### src/timer_pwm_pkg.sv
// Purpose: Shared constants and types for the dual timer PWM block.
// Assumes: One system clock; mode codes come from the two per-timer mode bits.
// Notes: Counter widths are fixed at eight bits per byte.
`default_nettype none
package timer_pwm_pkg;
   // Mode codes carried by the two per-timer mode bits.
   typedef enum logic [1:0] {
      MODE_LOG = 2'b00,
      MODE_LIN = 2'b01,
      MODE_SQUARE = 2'b10,
      MODE_SPLIT = 2'b11
   } pwm_mode_t;

   // Result of one counting step of a timer byte pair.
   typedef struct packed {
      logic [7:0] tl;
      logic [7:0] th;
      logic low_wrap;
      logic high_wrap;
      logic th_step;
   } timer_step_t;

   localparam int BYTE_W = 8;
   localparam int TPS_W = 4;
   localparam logic [7:0] BYTE_RESET = 8'h00;
   localparam logic [7:0] BYTE_MAX = 8'hff;
   localparam logic [7:0] BYTE_ONE = 8'h01;
   localparam logic [3:0] TPS_RESET = 4'h0;
   localparam logic [8:0] LOG_BASE = 9'h002;
   localparam logic [8:0] LOG_ONE = 9'h001;
endpackage : timer_pwm_pkg
`default_nettype wire

### src/pwm_stage_if.sv
// Purpose: Carries one counter's step, count and duty to a compare stage.
// Assumes: Owner and stage share the system clock.
// Notes: The stage returns the active compare value and the output level.
`default_nettype none
interface pwm_stage_if;
   logic step;
   logic wrap;
   logic [7:0] count_next;
   logic [7:0] duty;
   logic [7:0] compare;
   logic level;
   modport stage (input step, input wrap, input count_next, input duty,
      output compare, output level);
   modport owner (output step, output wrap, output count_next, output duty,
      input compare, input level);
endinterface : pwm_stage_if
`default_nettype wire

### src/pwm_compare_stage.sv
// Purpose: Buffered duty compare that forms one edge-aligned PWM level.
// Assumes: step marks a count change; wrap marks the FFH to 00H rollover.
// Notes: Duty is sampled only at rollover so mid-period writes cannot glitch.
`default_nettype none
module pwm_compare_stage (
   input wire logic clk,
   input wire logic rst,
   pwm_stage_if.stage port
);
   logic [7:0] compare_reg;
   logic level_reg;

   assign port.compare = compare_reg;
   assign port.level = level_reg;

   // Load the buffered duty at rollover; otherwise hold it.
   always_ff @(posedge clk) begin
      if (rst) begin
         compare_reg <= timer_pwm_pkg::BYTE_RESET;
      end else if (port.step && port.wrap) begin
         compare_reg <= port.duty;
      end
   end

   // Set at rollover unless duty is zero, clear on match.
   always_ff @(posedge clk) begin
      if (rst) begin
         level_reg <= 1'b0;
      end else if (port.step && port.wrap) begin
         level_reg <= (port.duty != timer_pwm_pkg::BYTE_RESET);
      end else if (port.step && port.count_next == compare_reg) begin
         level_reg <= 1'b0;
      end
   end
endmodule : pwm_compare_stage
`default_nettype wire

### src/timer_pwm_modes.sv
// Purpose: PWM operation of timer 0 and timer 1 in four modes.
// Assumes: Control bits arrive as plain ports from the register owner.
// Notes: Pin levels are registered, so they lag the counter by one clock.
//
// Overview of operation
// - Mode 0 low byte divides by two to the select plus one, clocking high counter.
// - Modes 0 and 1 load duty into compare and drive pin high on overflow.
// - Modes 0 and 1 drive pin low when high counter equals compare.
// - Mode 1 low byte reloads from low reload register on each overflow.
// - Timer 1 behaves like timer 0 in modes 0 and 1 with own registers.
// - Mode 2 reloads low byte from high byte and toggles pin each overflow.
// - Mode 2 ignores both reload registers.
// - Timer 1 in mode 3 freezes its count as if stopped.
// - Timer 0 mode 3 runs both bytes as free 8-bit PWM counters.
// - Split mode frequency set only by global prescaler dividing by setting plus one.
// - Split low channel uses timer 0 gate, run, pin, enable and flag.
// - Split high channel counts internal clock with timer 1 run, enable, flag.
// - Split duties come from low reload and high reload registers.
// - Timer 1 stops in its mode 3 while timer 0 splits, giving no baud ticks until it leaves mode 3.
// - Flags keep working in PWM mode; gating can halt the output.
// - Zero duty holds output low; duty changes apply only at rollover.
`default_nettype none
module timer_pwm_modes (
   input wire logic CLK,
   input wire logic RST,
   input wire logic [3:0] GLOBAL_TIMER_PRESCALE,
   input wire logic [1:0] MODE_ZERO,
   input wire logic [1:0] MODE_ONE,
   input wire logic [2:0] LOG_PRESCALE_SELECT_ZERO,
   input wire logic [2:0] LOG_PRESCALE_SELECT_ONE,
   input wire logic RUN_TIMER_ZERO,
   input wire logic RUN_TIMER_ONE,
   input wire logic GATE_ZERO,
   input wire logic GATE_ONE,
   input wire logic EXT_INTERRUPT_ZERO_PIN,
   input wire logic EXT_INTERRUPT_ONE_PIN,
   input wire logic PULSE_MOD_ENABLE_ZERO,
   input wire logic PULSE_MOD_ENABLE_ONE,
   input wire logic [7:0] DUTY_RELOAD_HIGH_ZERO,
   input wire logic [7:0] PRESCALE_RELOAD_LOW_ZERO,
   input wire logic [7:0] DUTY_RELOAD_HIGH_ONE,
   input wire logic [7:0] PRESCALE_RELOAD_LOW_ONE,
   input wire logic CLEAR_OVERFLOW_ZERO,
   input wire logic CLEAR_OVERFLOW_ONE,
   output logic OVERFLOW_FLAG_ZERO,
   output logic OVERFLOW_FLAG_ONE,
   output logic BAUD_TICK_ONE,
   output logic TIMER_ZERO_PIN_OUT,
   output logic TIMER_ZERO_PIN_OE,
   output logic TIMER_ONE_PIN_OUT,
   output logic TIMER_ONE_PIN_OE
);
   // One counting step of a byte pair in the given mode.
   function automatic timer_pwm_pkg::timer_step_t next_step(
      input logic [1:0] mode, input logic [2:0] psc, input logic [7:0] tl,
      input logic [7:0] th, input logic [7:0] rl, input logic [7:0] rh,
      input logic pwm, input logic run_low, input logic run_high);
      timer_pwm_pkg::timer_step_t s;
      logic [8:0] m;
      logic [7:0] mask;
      m = (timer_pwm_pkg::LOG_BASE << psc) - timer_pwm_pkg::LOG_ONE;
      mask = m[7:0];
      s = '{tl: tl, th: th, low_wrap: 1'b0, high_wrap: 1'b0, th_step: 1'b0};
      unique case (timer_pwm_pkg::pwm_mode_t'(mode))
         timer_pwm_pkg::MODE_LOG: if (run_low) begin
            s.low_wrap = ((tl & mask) == mask);
            s.tl = s.low_wrap ? (tl & ~mask) : tl + timer_pwm_pkg::BYTE_ONE;
         end
         timer_pwm_pkg::MODE_LIN: if (run_low) begin
            s.low_wrap = (tl == timer_pwm_pkg::BYTE_MAX);
            s.tl = (s.low_wrap && pwm) ? rl : tl + timer_pwm_pkg::BYTE_ONE;
         end
         timer_pwm_pkg::MODE_SQUARE: if (run_low) begin
            s.low_wrap = (tl == timer_pwm_pkg::BYTE_MAX);
            s.tl = s.low_wrap ? th : tl + timer_pwm_pkg::BYTE_ONE;
         end
         timer_pwm_pkg::MODE_SPLIT: begin
            if (run_low) begin
               s.low_wrap = (tl == timer_pwm_pkg::BYTE_MAX);
               s.tl = tl + timer_pwm_pkg::BYTE_ONE;
            end
            if (run_high) begin
               s.th_step = 1'b1;
               s.high_wrap = (th == timer_pwm_pkg::BYTE_MAX);
               s.th = th + timer_pwm_pkg::BYTE_ONE;
            end
         end
      endcase
      if (mode != 2'b10 && mode != 2'b11 && s.low_wrap) begin
         s.th_step = 1'b1;
         s.high_wrap = (th == timer_pwm_pkg::BYTE_MAX);
         s.th = th + timer_pwm_pkg::BYTE_ONE;
         if (!pwm && mode == 2'b01 && s.high_wrap) begin
            s.th = rh;
            s.tl = rl;
         end
      end
      return s;
   endfunction : next_step

   logic ext_interrupt_zero_pin_meta_reg, ext_interrupt_zero_pin_sync_reg, int1_meta_reg, int1_sync_reg;
   logic [3:0] pre_cnt_reg;
   logic tick;
   logic split, run0, run1, run_th0;
   logic [7:0] tl0_reg, th0_reg, tl1_reg, th1_reg;
   timer_pwm_pkg::timer_step_t s0, s1;
   logic tf0_reg, tf1_reg, baud_reg;
   logic toggle0_reg, toggle1_reg;
   logic pin0_reg, pin1_reg;
   logic set0, set1;

   // External gate pins pass two flip-flops before any use.
   always_ff @(posedge CLK) begin
      if (RST) begin
         ext_interrupt_zero_pin_meta_reg <= 1'b0;
         ext_interrupt_zero_pin_sync_reg <= 1'b0;
         int1_meta_reg <= 1'b0;
         int1_sync_reg <= 1'b0;
      end else begin
         ext_interrupt_zero_pin_meta_reg <= EXT_INTERRUPT_ZERO_PIN;
         ext_interrupt_zero_pin_sync_reg <= ext_interrupt_zero_pin_meta_reg;
         int1_meta_reg <= EXT_INTERRUPT_ONE_PIN;
         int1_sync_reg <= int1_meta_reg;
      end
   end

   // Global prescaler gives one tick every setting plus one clocks.
   always_ff @(posedge CLK) begin
      if (RST || tick) begin
         pre_cnt_reg <= timer_pwm_pkg::TPS_RESET;
      end else begin
         pre_cnt_reg <= pre_cnt_reg + 4'h1;
      end
   end
   assign tick = (pre_cnt_reg >= GLOBAL_TIMER_PRESCALE);

   // Run conditions, gate applied from the synchronised pins.
   assign split = (MODE_ZERO == 2'b11);
   assign run0 = tick && RUN_TIMER_ZERO && (!GATE_ZERO || ext_interrupt_zero_pin_sync_reg);
   assign run1 = tick && RUN_TIMER_ONE && (!GATE_ONE || int1_sync_reg) &&
      (MODE_ONE != 2'b11);
   assign run_th0 = tick && RUN_TIMER_ONE;
   assign s0 = next_step(MODE_ZERO, LOG_PRESCALE_SELECT_ZERO, tl0_reg, th0_reg,
      PRESCALE_RELOAD_LOW_ZERO, DUTY_RELOAD_HIGH_ZERO, PULSE_MOD_ENABLE_ZERO, run0, run_th0);
   assign s1 = next_step(MODE_ONE, LOG_PRESCALE_SELECT_ONE, tl1_reg, th1_reg,
      PRESCALE_RELOAD_LOW_ONE, DUTY_RELOAD_HIGH_ONE, PULSE_MOD_ENABLE_ONE, run1, 1'b0);

   // Counter bytes of both timers.
   always_ff @(posedge CLK) begin
      if (RST) begin
         tl0_reg <= timer_pwm_pkg::BYTE_RESET;
         th0_reg <= timer_pwm_pkg::BYTE_RESET;
         tl1_reg <= timer_pwm_pkg::BYTE_RESET;
         th1_reg <= timer_pwm_pkg::BYTE_RESET;
      end else begin
         tl0_reg <= s0.tl;
         th0_reg <= s0.th;
         tl1_reg <= s1.tl;
         th1_reg <= s1.th;
      end
   end

   // Overflow flags; a set in the clearing cycle wins.
   assign set0 = (MODE_ZERO[1]) ? s0.low_wrap : s0.high_wrap;
   assign set1 = split ? s0.high_wrap : (MODE_ONE == 2'b10 ? s1.low_wrap : s1.high_wrap);
   always_ff @(posedge CLK) begin
      if (RST) begin
         tf0_reg <= 1'b0;
         tf1_reg <= 1'b0;
      end else begin
         tf0_reg <= set0 || (tf0_reg && !CLEAR_OVERFLOW_ZERO);
         tf1_reg <= set1 || (tf1_reg && !CLEAR_OVERFLOW_ONE);
      end
   end

   // Timer 1 overflow pulse for the serial port, also in split mode.
   always_ff @(posedge CLK) begin
      if (RST) begin
         baud_reg <= 1'b0;
      end else begin
         baud_reg <= (MODE_ONE == 2'b10) ? s1.low_wrap : s1.high_wrap;
      end
   end

   // Square wave toggles on each low byte overflow.
   always_ff @(posedge CLK) begin
      if (RST) begin
         toggle0_reg <= 1'b0;
         toggle1_reg <= 1'b0;
      end else begin
         if (MODE_ZERO == 2'b10 && s0.low_wrap) begin
            toggle0_reg <= !toggle0_reg;
         end
         if (MODE_ONE == 2'b10 && s1.low_wrap) begin
            toggle1_reg <= !toggle1_reg;
         end
      end
   end

   pwm_stage_if hi0_if ();
   pwm_stage_if lo0_if ();
   pwm_stage_if hi1_if ();

   // Compare stages: timer 0 high, timer 0 split low, timer 1 high.
   assign hi0_if.step = s0.th_step;
   assign hi0_if.wrap = s0.high_wrap;
   assign hi0_if.count_next = s0.th;
   assign hi0_if.duty = DUTY_RELOAD_HIGH_ZERO;
   assign lo0_if.step = split && run0;
   assign lo0_if.wrap = s0.low_wrap;
   assign lo0_if.count_next = s0.tl;
   assign lo0_if.duty = PRESCALE_RELOAD_LOW_ZERO;
   assign hi1_if.step = s1.th_step;
   assign hi1_if.wrap = s1.high_wrap;
   assign hi1_if.count_next = s1.th;
   assign hi1_if.duty = DUTY_RELOAD_HIGH_ONE;

   pwm_compare_stage u_hi0 (.clk(CLK), .rst(RST), .port(hi0_if.stage));
   pwm_compare_stage u_lo0 (.clk(CLK), .rst(RST), .port(lo0_if.stage));
   pwm_compare_stage u_hi1 (.clk(CLK), .rst(RST), .port(hi1_if.stage));

   // Registered pin levels selected by mode and enable.
   always_ff @(posedge CLK) begin
      if (RST) begin
         pin0_reg <= 1'b0;
         pin1_reg <= 1'b0;
      end else begin
         pin0_reg <= PULSE_MOD_ENABLE_ZERO && (MODE_ZERO == 2'b10 ? toggle0_reg :
            (split ? lo0_if.level : hi0_if.level));
         pin1_reg <= PULSE_MOD_ENABLE_ONE && (split ? hi0_if.level :
            (MODE_ONE == 2'b10 ? toggle1_reg : hi1_if.level));
      end
   end

   assign OVERFLOW_FLAG_ZERO = tf0_reg;
   assign OVERFLOW_FLAG_ONE = tf1_reg;
   assign BAUD_TICK_ONE = baud_reg;
   assign TIMER_ZERO_PIN_OUT = pin0_reg;
   assign TIMER_ONE_PIN_OUT = pin1_reg;
   assign TIMER_ZERO_PIN_OE = PULSE_MOD_ENABLE_ZERO;
   assign TIMER_ONE_PIN_OE = PULSE_MOD_ENABLE_ONE;
endmodule : timer_pwm_modes
`default_nettype wire

### config.mk
export PLATFORM = sky130hd
export DESIGN_NAME = timer_pwm_modes
export DESIGN_NICKNAME = d
export VERILOG_FILES = /design/src/timer_pwm_pkg.sv /design/src/pwm_stage_if.sv /design/src/pwm_compare_stage.sv /design/src/timer_pwm_modes.sv
export SDC_FILE = /design/constraint.sdc
export NUM_CORES = 1
export LEC_CHECK = 0
export BUFFER_PORTS_ARGS = -buffer_cell sky130_fd_sc_hd__clkbuf_2
export CAP_MARGIN = 25
export CORE_ASPECT_RATIO = 0.75
export CORE_MARGIN = 3
export CORE_UTILIZATION = 45
export DETAILED_ROUTE_END_ITERATION = 10
export SYNTH_ARGS = -nofsm -noshare
export SYNTH_HDL_FRONTEND = slang
export SYNTH_SLANG_ARGS = --single-unit
export TNS_END_PERCENT = 50
### constraint.sdc
create_clock -name CLK -period 4.45 [get_ports CLK]
set_input_delay 0.6675 -clock CLK [delete_from_list [all_inputs] [get_ports CLK]]
set_output_delay 0.6675 -clock CLK [all_outputs]
set_load 0.02 [all_outputs]
==> results of run 1 <==
[cell usage in the layout (no fill, tap or decap), types with 16 or more instances in the layout]
| cell | n |
|---|---|
| sky130_fd_sc_hd__nor3_1 | 21 |
| sky130_fd_sc_hd__nand3_1 | 29 |
| sky130_fd_sc_hd__xor2_1 | 16 |
| sky130_fd_sc_hd__o21ai_0 | 39 |
| sky130_fd_sc_hd__dfxtp_1 | 74 |
| sky130_fd_sc_hd__nand2_1 | 108 |
| sky130_fd_sc_hd__xnor2_1 | 16 |
| sky130_fd_sc_hd__a21oi_1 | 67 |
| sky130_fd_sc_hd__nor2_1 | 72 |
| sky130_fd_sc_hd__and3_1 | 17 |
| sky130_fd_sc_hd__nor2b_1 | 20 |
| sky130_fd_sc_hd__inv_1 | 20 |
| sky130_fd_sc_hd__clkbuf_2 | 64 |
[worst max-delay path, cell delays in order]
cell and delay (ns):
sky130_fd_sc_hd__clkbuf_2 0.08, sky130_fd_sc_hd__inv_1 0.04, sky130_fd_sc_hd__ha_1 0.27, sky130_fd_sc_hd__inv_1 0.04, sky130_fd_sc_hd__o21a_1 0.25, sky130_fd_sc_hd__nor3_2 0.41, sky130_fd_sc_hd__nand2_1 0.35, sky130_fd_sc_hd__or3_1 0.60
sky130_fd_sc_hd__nor4_2 0.54, sky130_fd_sc_hd__a21boi_1 0.29, sky130_fd_sc_hd__a2111oi_0 0.10, sky130_fd_sc_hd__a211oi_1 0.21
[per-layer routing]
layer | vias up | wire length [µm] | share of wire [%]
met5 | - | 0 | 0
met4 | 0 | 184 | 1.0
li1 | 2796 | - | -
met2 | 317 | 6600 | 37
met3 | 23 | 1920 | 11
met1 | 2666 | 9030 | 51
[per-stage QoR]
step / total power (W) / cell area, µm² / setup slack (ns) / util (%) / instances
6_report: 0.00164 / 6110 / 0.865 / 52.4 / 954
5_1_grt: 0.00170 / 6110 / 0.696 / 52.4 / 954
4_1_cts: 0.00165 / 6100 / 0.914 / 52.3 / 953
3_5_place_dp: 0.000879 / 5790 / 0.596 / 49.6 / 937
3_3_place_gp: 0.000876 / 5790 / 0.731 / 49.6 / 937
2_1_floorplan: 0.000805 / 5410 / 1.43 / - / 750
[final cells by class]
class / count / area (µm²)
Inverter: 20 / 75.1
Clock inverter: 6 / 73.8
Fill cell: 1194 / 5550
Clock buffer: 10 / 239
Sequential cell: 74 / 1480
Tap cell: 162 / 203
Multi-Input combinational cell: 609 / 3650
Timing Repair Buffer: 73 / 388
[power by group]
part           internal (W)  switching (W)
combinational     0.0000676       0.000117
sequential         0.000673      0.0000131
clock              0.000457       0.000316
[cell families after synthesis]
group | after synthesis
compound gates | 210
xor+xnor | 32
fa+ha+maj | 9
buf+inv | 67
flops | 74
mux | 10
simple gates | 348
[path summary, 6_finish.rpt]
path                              endpoint  slack (ns)  cells past startpoint
max          u_hi1.port.level$_SDFFE_PP0P_        0.86                     12
min               int1_sync_reg$_SDFF_PP0_        0.46                      1
max reg2reg  u_hi1.port.level$_SDFFE_PP0P_        0.87                     11
min reg2reg       int1_sync_reg$_SDFF_PP0_        0.46                      1
==> impl_results.md, run 1 <==
* Number of vias in the routed layout at 5802
* Total global routing overflow at 0
* Starting density of the core at 46.4%
* Most Crowded Layer GR: met1
* Count of state elements after synthesis at 74
* Simple-gate area share of the yosys netlist at 32.4%
* Area growth syn-to-layout at 12.9%
* Maximum clock skew at final layout at 0.00916 ns
* Standard-cell rows at 34
* Data required time of the worst path at 4.71 ns
* Dpl hpwl at 13200 µm
* CP max FO at 11
* Overall die area at 0.0134 mm²
* Initial antenna violation count at 0
* Number of global-route vias before repair at 5140
* Leakage power summed over all cells at 2.21 nW
* Ant. Diodes at 0
* Setup Buffers After CTS at 0
* Cell type contributing the most total cell area after synthesis: sky130_fd_sc_hd__dfxtp_1
* XOR/XNOR share of the synthesized area at 5.18%
* Post-synthesis compound-gate area fraction at 25.9%
* Layout cells sized above 1 at 14.3%
* DR WL/cell at 18.6 µm
* Share of the synthesized area in the top cell type at 27.4%
* Routing usage on met3 at 7.04%
* Final hold violations at 0
* Final Cycle Share at 80.6%
* Post-CTS sizing at 0
* Portion of netlist area occupied by mux cells at 1.92%
* Net count, final at 854
* Slew of the pin with the lowest slew margin at 0.797 ns
* Final estimated routing congestion in global placement at 1.03
* Max-Slew Margin vs Limit at 46.1%
* Count of hold-fix buffers inserted at cts at 0
* Post-synthesis instance total at 750
* Clock transition at the registers of the reported paths at 0.06 ns
* IO Count at 65
* Met2 layer usage reported by global route at 33.1%
* Setup TNS at 0 ns
* WS Path Type: in -> reg
* Startpoint of the lowest-slack hold path: int1_meta_reg$_SDFF_PP0_
* Port Buffer Count at 64
* Share of synthesized cell area in full adder, half adder and majority cells at 2.08%
* Combinational family with the most area after synthesis: simple AND/OR/NAND/NOR gates
* Sequential cell area fraction in the yosys report at 27.4%
* Cell variety after synth at 83
* Class of the worst hold path: reg -> reg
* Number of enable flip-flop cells after synthesis at 0
* Global-route wire length before repair at 27900 µm
* Number of clock buffers inserted by TritonCTS at 9
* Min cycle time layout at 3.59 ns
* Count of antenna-violating nets left after detailed routing at 0
* CTS H-tree depth at 3
* Total of max-cap violations at 0
* Top-count cell post-synth: sky130_fd_sc_hd__nand2_1
* Achievable Freq at 0.279 GHz
* Final setup viols at 0
* WP data arrival at 3.85 ns
* DR DRC count at 0
* Number of warnings printed during yosys synthesis at 0
* Run status: completed
* Launching instance or port of the critical path: GLOBAL_TIMER_PRESCALE[1]
* Maximum number of pins on one net before global-route repair at 35
* Count of final max-slew check failures at 0
* Netlist area before placement at 0.00541 mm²
* Number of design-rule violations left by the first detailed-router iteration at 644
* Share of synthesized registers carrying an async set or reset at 0%
* Worst hold slack across all endpoints at 0.455 ns
* Iteration count of the initial detailed-routing pass at 6
* Power density normalized to cell area at 269 mW/mm²
* GRT met1 Usage at 42.0%
* Predominant post-synthesis flop cell: sky130_fd_sc_hd__dfxtp_1
* Post-Syn Area per Cell at 7.21 µm²
* Leading post-synthesis cells by instance count: sky130_fd_sc_hd__nand2_1 (108), sky130_fd_sc_hd__dfxtp_1 (74), sky130_fd_sc_hd__nor2_1 (72)
* CTS Root Buffer Type: sky130_fd_sc_hd__clkbuf_16
* Clock network latency to the later pin of the worst-skew pair at 0.34 ns
* Worst VDD drop at 0.000221 V
* Chip height at 101 µm
* TritonCTS clock tree: yes
* Top cells by area, synth: sky130_fd_sc_hd__dfxtp_1 (27%), sky130_fd_sc_hd__nand2_1 (7.5%), sky130_fd_sc_hd__a21oi_1 (6.2%)
* Final wirelength at 17700 µm
* Critical Path Source Type: input pin
* RSZ-0062 raised after global routing: false
* Synthesized netlist net count at 817
* All-layer global routing usage at 26.1%
* Reg2Reg Launch Point: pre_cnt_reg[0]$_SDFF_PP0_
* Number of sinks on the clock net at 74
* Horiz. Die Dim at 133 µm
* Routed via count divided by cell count at 6.08
* Area of the core at 0.0117 mm²
* Max Buffers Root-to-Sink at 2
* Setup crit end kind: flip-flop
No activity file was read; power rests on OpenSTA's default activity.
==> inputs of run 2 (changes only) <==
Settings changed: PLACE_DENSITY set to 0.67.
Clock period 4.45 ns to 3.2 ns, I/O delays scaled along.
==> impl_results.md, run 2 (synthesized netlist as in run 1, its figures left out) <==
* Run status: completed
* Final wirelength at 18000 µm
* Clock transition at the registers of the reported paths at 0.06 ns
* DR WL/cell at 18.2 µm
* Iteration count of the initial detailed-routing pass at 5
* Post-placement cell area at 0.00608 mm²
* Maximum number of pins on one net before global-route repair at 33
* Count of hold-fix buffers inserted at cts at 0
* Total global routing overflow at 0
* Sequential fraction of design power at 42.2%
* Maximum clock skew at final layout at 0.00869 ns
* Count of antenna-violating nets left after detailed routing at 0
* Setup slack after placement at -0.00129 ns
* Post-CTS sizing at 0
* IO Count at 65
* TritonCTS clock tree: yes
* Final Cycle Share at 96.7%
* Routed via count divided by cell count at 6.09
* Bufs and invs on worst path at 0
* Worst hold slack across all endpoints at 0.370 ns
* Final setup viols at 0
* Met2 layer usage reported by global route at 35.0%
* Max stage delay on crit path at 0.61 ns
* Count of final max-slew check failures at 0
* DR DRC count at 0
* Critical Path Source Type: flip-flop
* Min cycle time layout at 3.09 ns
* Net count, final at 890
* Crit-path cells: and3_1 > a41oi_2 > or4_1 > a31oi_1 > o21ai_0 > nand3_1 > o21ai_0 > xor2_1 > a41oi_1
* Slowest CP cell: sky130_fd_sc_hd__or4_1
* Final estimated routing congestion in global placement at 1.02
* Total of max-cap violations at 0
* Layout cells sized above 1 at 18.0%
* Standard-cell rows at 34
* Worst VDD drop at 0.000285 V
* Most Crowded Layer GR: met1
* CTS H-tree depth at 3
* Starting density of the core at 46.4%
* Setup Buffers After CTS at 0
* Max Buffers Root-to-Sink at 2
* Clock power share at 45.0%
* Number of sinks on the clock net at 74
* Ant. Diodes at 0
* Chip height at 101 µm
* Dpl hpwl at 13700 µm
* Routing usage on met3 at 7.88%
* Most common library cell in the layout ignoring fill and taps: sky130_fd_sc_hd__nand2_1
* Max-Slew Margin vs Limit at 60.6%
* Area of the core at 0.0117 mm²
* Port Buffer Count at 64
* Slew of the pin with the lowest slew margin at 0.576 ns
* Class of the worst hold path: in -> reg
* CTS Root Buffer Type: sky130_fd_sc_hd__clkbuf_16
* Switching fraction of total power at 25.9%
* Cell internal power dissipation at 0.00167 W
* WP data arrival at 3.34 ns
* Clock network latency to the later pin of the worst-skew pair at 0.33 ns
* Achievable Freq at 0.323 GHz
* Fin area at 0.00640 mm²
* Leakage power summed over all cells at 2.42 nW
* Number of design-rule violations left by the first detailed-router iteration at 746
* Number of clock buffers inserted by TritonCTS at 9
* CP max FO at 7
* Data required time of the worst path at 3.44 ns
* Worst-case setup margin in the final layout at 0.105 ns
* All-layer global routing usage at 26.2%
* Commonest cells after routing, fill and taps aside: sky130_fd_sc_hd__nand2_1 (108), sky130_fd_sc_hd__dfxtp_1 (74), sky130_fd_sc_hd__nor2_1 (72)
* Combinational fraction of design power at 12.8%
* Number of global-route vias before repair at 5271
* Net switching power at 0.000586 W
* Overall die area at 0.0134 mm²
* Number of vias in the routed layout at 6030
* WS Path Type: reg -> reg
* RSZ-0062 raised after global routing: false
* Setup crit end kind: flip-flop
* Initial antenna violation count at 0
* GRT met1 Usage at 40.7%
* Horiz. Die Dim at 133 µm
* Cell family with most CP delay: simple AND/OR/NAND/NOR gates
* Global-route wire length before repair at 28200 µm
* Area growth syn-to-layout at 18.2%
* Power density normalized to cell area at 353 mW/mm²
* Final hold violations at 0
* Most frequent cell on the critical path: sky130_fd_sc_hd__o21ai_0
[run 2: power groups by stage]
stage | Sequential [W] | Clock [W] | Combinational, W
2_1_floorplan | 0.000967 | 0 | 0.000153
4_1_cts | 0.000951 | 0.00104 | 0.000281
6_report | 0.000952 | 0.00102 | 0.000290
3_5_place_dp | 0.000971 | 0 | 0.000279
3_3_place_gp | 0.000970 | 0 | 0.000273
5_1_grt | 0.000953 | 0.00107 | 0.000317
[run 2: layout make-up]
cell class              instances  area (µm²)
multi-input cells             609        3670
well taps                     162         203
clock inverters                 4        51.3
clock buffers                  12         246
repair buffers                109         671
fillers                      1145        5260
flip-flops and latches         74        1480
inverters                      20        75.1
[run 2: routing by layer]
metal | routed length (µm) | vias to the layer above | share of wire [%]
li1 | - | 2873 | -
met1 | 8660 | 2809 | 48
met2 | 7070 | 329 | 39
met3 | 2100 | 19 | 12
met4 | 172 | 0 | 0.96
met5 | 0 | - | 0
[run 2: worst paths after layout]
path,depth (start not counted),slack (ns),endpoint,startpoint
worst max-delay path,9,0.11,u_lo0.port.level$_SDFFE_PP0P_,tl0_reg[3]$_SDFF_PP0_
worst min-delay path,2,0.37,ext_interrupt_zero_pin_meta_reg$_SDFF_PP0_,EXT_INTERRUPT_ZERO_PIN
worst max register to register,9,0.11,u_lo0.port.level$_SDFFE_PP0P_,tl0_reg[3]$_SDFF_PP0_
worst min register to register,1,0.43,int1_sync_reg$_SDFF_PP0_,int1_meta_reg$_SDFF_PP0_
[run 2: through the flow]
step / util [%] / std cells / power (W) / setup TNS (ns)
final: 54.9 / 990 / 0.00226 / 0
after global routing: 54.9 / 990 / 0.00234 / 0
after CTS: 54.7 / 990 / 0.00227 / 0
after detailed placement: 52.1 / 974 / 0.00125 / -0.00129
after global placement: 52.1 / 974 / 0.00124 / 0
after floorplan: - / 750 / 0.00112 / 0
==> inputs of run 3 (changes only) <==
Settings changed: ABC_AREA set to 1, SKIP_LAST_GASP set to 1.
==> impl_results.md, run 3 <==
* Run status: completed
* Count of antenna-violating nets left after detailed routing at 0
* Cell type contributing the most total cell area after synthesis: sky130_fd_sc_hd__dfxtp_1
* Dpl hpwl at 12900 µm
* CP max FO at 15
* Global-route wire length before repair at 26600 µm
* Overall die area at 0.0138 mm²
* Clock network latency to the later pin of the worst-skew pair at 0.34 ns
* Final Cycle Share at 86.6%
* Setup Buffers After CTS at 0
* Critical Path Source Type: flip-flop
* Data required time of the worst path at 3.41 ns
* Achievable Freq at 0.361 GHz
* WP data arrival at 2.98 ns
* RR Endpoint: u_lo0.port.level$_SDFFE_PP0P_
* Maximum number of pins on one net before global-route repair at 36
* Cell variety after synth at 50
* Number of enable flip-flop cells after synthesis at 0
* Post-synthesis instance total at 913
* Netlist area before placement at 0.00559 mm²
* Top-count cell post-synth: sky130_fd_sc_hd__nand2_1
* Routed via count divided by cell count at 5.25
* Standard-cell rows at 34
* Number of clock buffers inserted by TritonCTS at 9
* Number of global-route vias before repair at 5129
* Overall power at 0.00234 W
* All-layer global routing usage at 24.2%
* Count of final max-slew check failures at 0
* Area of the core at 0.0119 mm²
* Iteration count of the initial detailed-routing pass at 5
* Area growth syn-to-layout at 13.9%
* Number of sinks on the clock net at 74
* TritonCTS clock tree: yes
* Count of hold-fix buffers inserted at cts at 0
* DR WL/cell at 14.5 µm
* Most common library cell in the layout ignoring fill and taps: sky130_fd_sc_hd__nand2_1
* Port Buffer Count at 64
* Layout cells sized above 1 at 15.0%
* Chip height at 102 µm
* Share of the synthesized area in the top cell type at 26.5%
* Max Buffers Root-to-Sink at 2
* Final Instance Count excl. Fillers at 1140
* Setup crit end: u_lo0.port.level$_SDFFE_PP0P_
* CTS H-tree depth at 3
* Sequential cell area fraction in the yosys report at 26.5%
* WS Path Type: reg -> reg
* Launching instance or port of the critical path: pre_cnt_reg[0]$_SDFF_PP0_
* CTS Root Buffer Type: sky130_fd_sc_hd__clkbuf_16
* Predominant post-synthesis flop cell: sky130_fd_sc_hd__dfxtp_1
* Class of the worst hold path: in -> reg
* Number of warnings printed during yosys synthesis at 0
* Final estimated routing congestion in global placement at 1.00
* Worst VDD drop at 0.000314 V
* Max-Slew Margin vs Limit at 46.1%
* Final hold violations at 0
* Min cycle time layout at 2.77 ns
* Cell Count Post-Placement at 1124
* Total global routing overflow at 0
* Reg2Reg Launch Point: pre_cnt_reg[0]$_SDFF_PP0_
* Setup TNS at 0 ns
* Final setup viols at 0
* Net count, final at 1040
* IO Count at 65
* Ant. Diodes at 0
* Total of max-cap violations at 0
* Top cells by area, synth: sky130_fd_sc_hd__dfxtp_1 (27%), sky130_fd_sc_hd__nand2_1 (16%), sky130_fd_sc_hd__inv_1 (7.9%)
* Synthesized netlist net count at 980
* Horiz. Die Dim at 135 µm
* Leading post-synthesis cells by instance count: sky130_fd_sc_hd__nand2_1 (231), sky130_fd_sc_hd__inv_1 (117), sky130_fd_sc_hd__nor2_1 (94)
* Number of vias in the routed layout at 5983
* Power density normalized to cell area at 368 mW/mm²
* Setup crit end kind: flip-flop
* Flop2flop setup slack at 0.43 ns
* Clock transition at the registers of the reported paths at 0.06 ns
* RSZ-0062 raised after global routing: false
* Final wirelength at 16500 µm
* Initial antenna violation count at 0
* Share of synthesized registers carrying an async set or reset at 0%
* Post-Syn Area per Cell at 6.12 µm²
* Starting density of the core at 47.1%
* Maximum clock skew at final layout at 0.00729 ns
* Leakage power summed over all cells at 3.02 nW
* Worst reg2reg path depth at 15
* Number of design-rule violations left by the first detailed-router iteration at 558
* Slew of the pin with the lowest slew margin at 0.808 ns
* DR DRC count at 0
* Count of fill cells added during filler insertion at 1228
* Post-CTS sizing at 0
* Count of state elements after synthesis at 74
* Commonest cells after routing, fill and taps aside: sky130_fd_sc_hd__nand2_1 (231), sky130_fd_sc_hd__inv_1 (117), sky130_fd_sc_hd__nor2_1 (94)
run 3: cell count changes in the layout (fill, tap and decap cells not counted), moves of 21 or more:
cell | previous run | this run
sky130_fd_sc_hd__buf_4 | 44 | 8
sky130_fd_sc_hd__inv_1 | 20 | 117
sky130_fd_sc_hd__nand2_1 | 108 | 231
sky130_fd_sc_hd__nand2_2 | 0 | 21
sky130_fd_sc_hd__nand3_1 | 29 | 69
sky130_fd_sc_hd__nor2_1 | 72 | 94
sky130_fd_sc_hd__o21ai_0 | 39 | 72
run 3: power breakdown:
part / switching (W) / internal [W]
clock network: 0.000417 / 0.000686
logic: 0.000188 / 0.0000972
registers: 0.0000162 / 0.000937
total: 0.000622 / 0.00172
run 3: worst max-delay path: stages (launching register included):
cell and delay (ns):
sky130_fd_sc_hd__dfxtp_1 0.38, sky130_fd_sc_hd__inv_1 0.06, sky130_fd_sc_hd__ha_1 0.27, sky130_fd_sc_hd__nand4_1 0.11
sky130_fd_sc_hd__nand3_1 0.14, sky130_fd_sc_hd__nand2_1 0.18, sky130_fd_sc_hd__nor2_2 0.20, sky130_fd_sc_hd__nand3_4 0.24
sky130_fd_sc_hd__nor2_8 0.28, sky130_fd_sc_hd__nand2_1 0.12, sky130_fd_sc_hd__nand3_1 0.10, sky130_fd_sc_hd__nand3_1 0.08
sky130_fd_sc_hd__nor2_1 0.15, sky130_fd_sc_hd__nand2_1 0.08, sky130_fd_sc_hd__o21bai_1 0.16, sky130_fd_sc_hd__a21oi_1 0.08
run 3: logic make-up after synthesis:
| family | after synthesis | synth area share (%) |
|---|---|---|
| flops | 74 | 26.5 |
| buf+inv | 157 | 11.3 |
| simple gates | 468 | 38.1 |
| xor+xnor | 22 | 3.45 |
| fa+ha+maj | 9 | 2.02 |
| compound gates | 183 | 18.7 |
run 3: per-layer routing:
layer  track usage (%)  wire, µm
met5                 0         0
met4              6.34       212
met3              4.39      1410
met2              33.2      6400
met1              38.1      8510
run 3: worst min path at each step:
stage | end | startpoint | depth (start not counted) | slack [ns]
global route | int1_meta_reg$_SDFF_PP0_ | EXT_INTERRUPT_ONE_PIN | 3 | 0.37
CTS | int1_meta_reg$_SDFF_PP0_ | EXT_INTERRUPT_ONE_PIN | 3 | 0.37
global placement | int1_sync_reg$_SDFF_PP0_ | int1_meta_reg$_SDFF_PP0_ | 2 | 0.39
finish | int1_meta_reg$_SDFF_PP0_ | EXT_INTERRUPT_ONE_PIN | 3 | 0.37
floorplan | ext_interrupt_zero_pin_sync_reg$_SDFF_PP0_ | ext_interrupt_zero_pin_meta_reg$_SDFF_PP0_ | 2 | 0.39
detailed placement | int1_sync_reg$_SDFF_PP0_ | int1_meta_reg$_SDFF_PP0_ | 2 | 0.40
run 3: cell type report:
class / count / area (µm²) / area share (%)
multi-input cells: 682 / 3470 / 54.6
clock inverters: 6 / 90.1 / 1.42
repair buffers: 72 / 380 / 5.98
flip-flops and latches: 74 / 1480 / 23.3
clock buffers: 10 / 229 / 3.60
inverters: 134 / 504 / 7.93
well taps: 162 / 203 / 3.19
run 3: through the flow:
step / hold WS, ns / utilization, % / setup slack [ns] / cell area [µm²]
detailed placement: 0.397 / 50.9 / 0.279 / 6040
floorplan: 0.388 / - / 0.807 / 5590
global route: 0.368 / 53.6 / 0.106 / 6360
CTS: 0.365 / 53.6 / 0.471 / 6360
global placement: 0.389 / 50.9 / 0.323 / 6040
finish: 0.367 / 53.6 / 0.427 / 6360
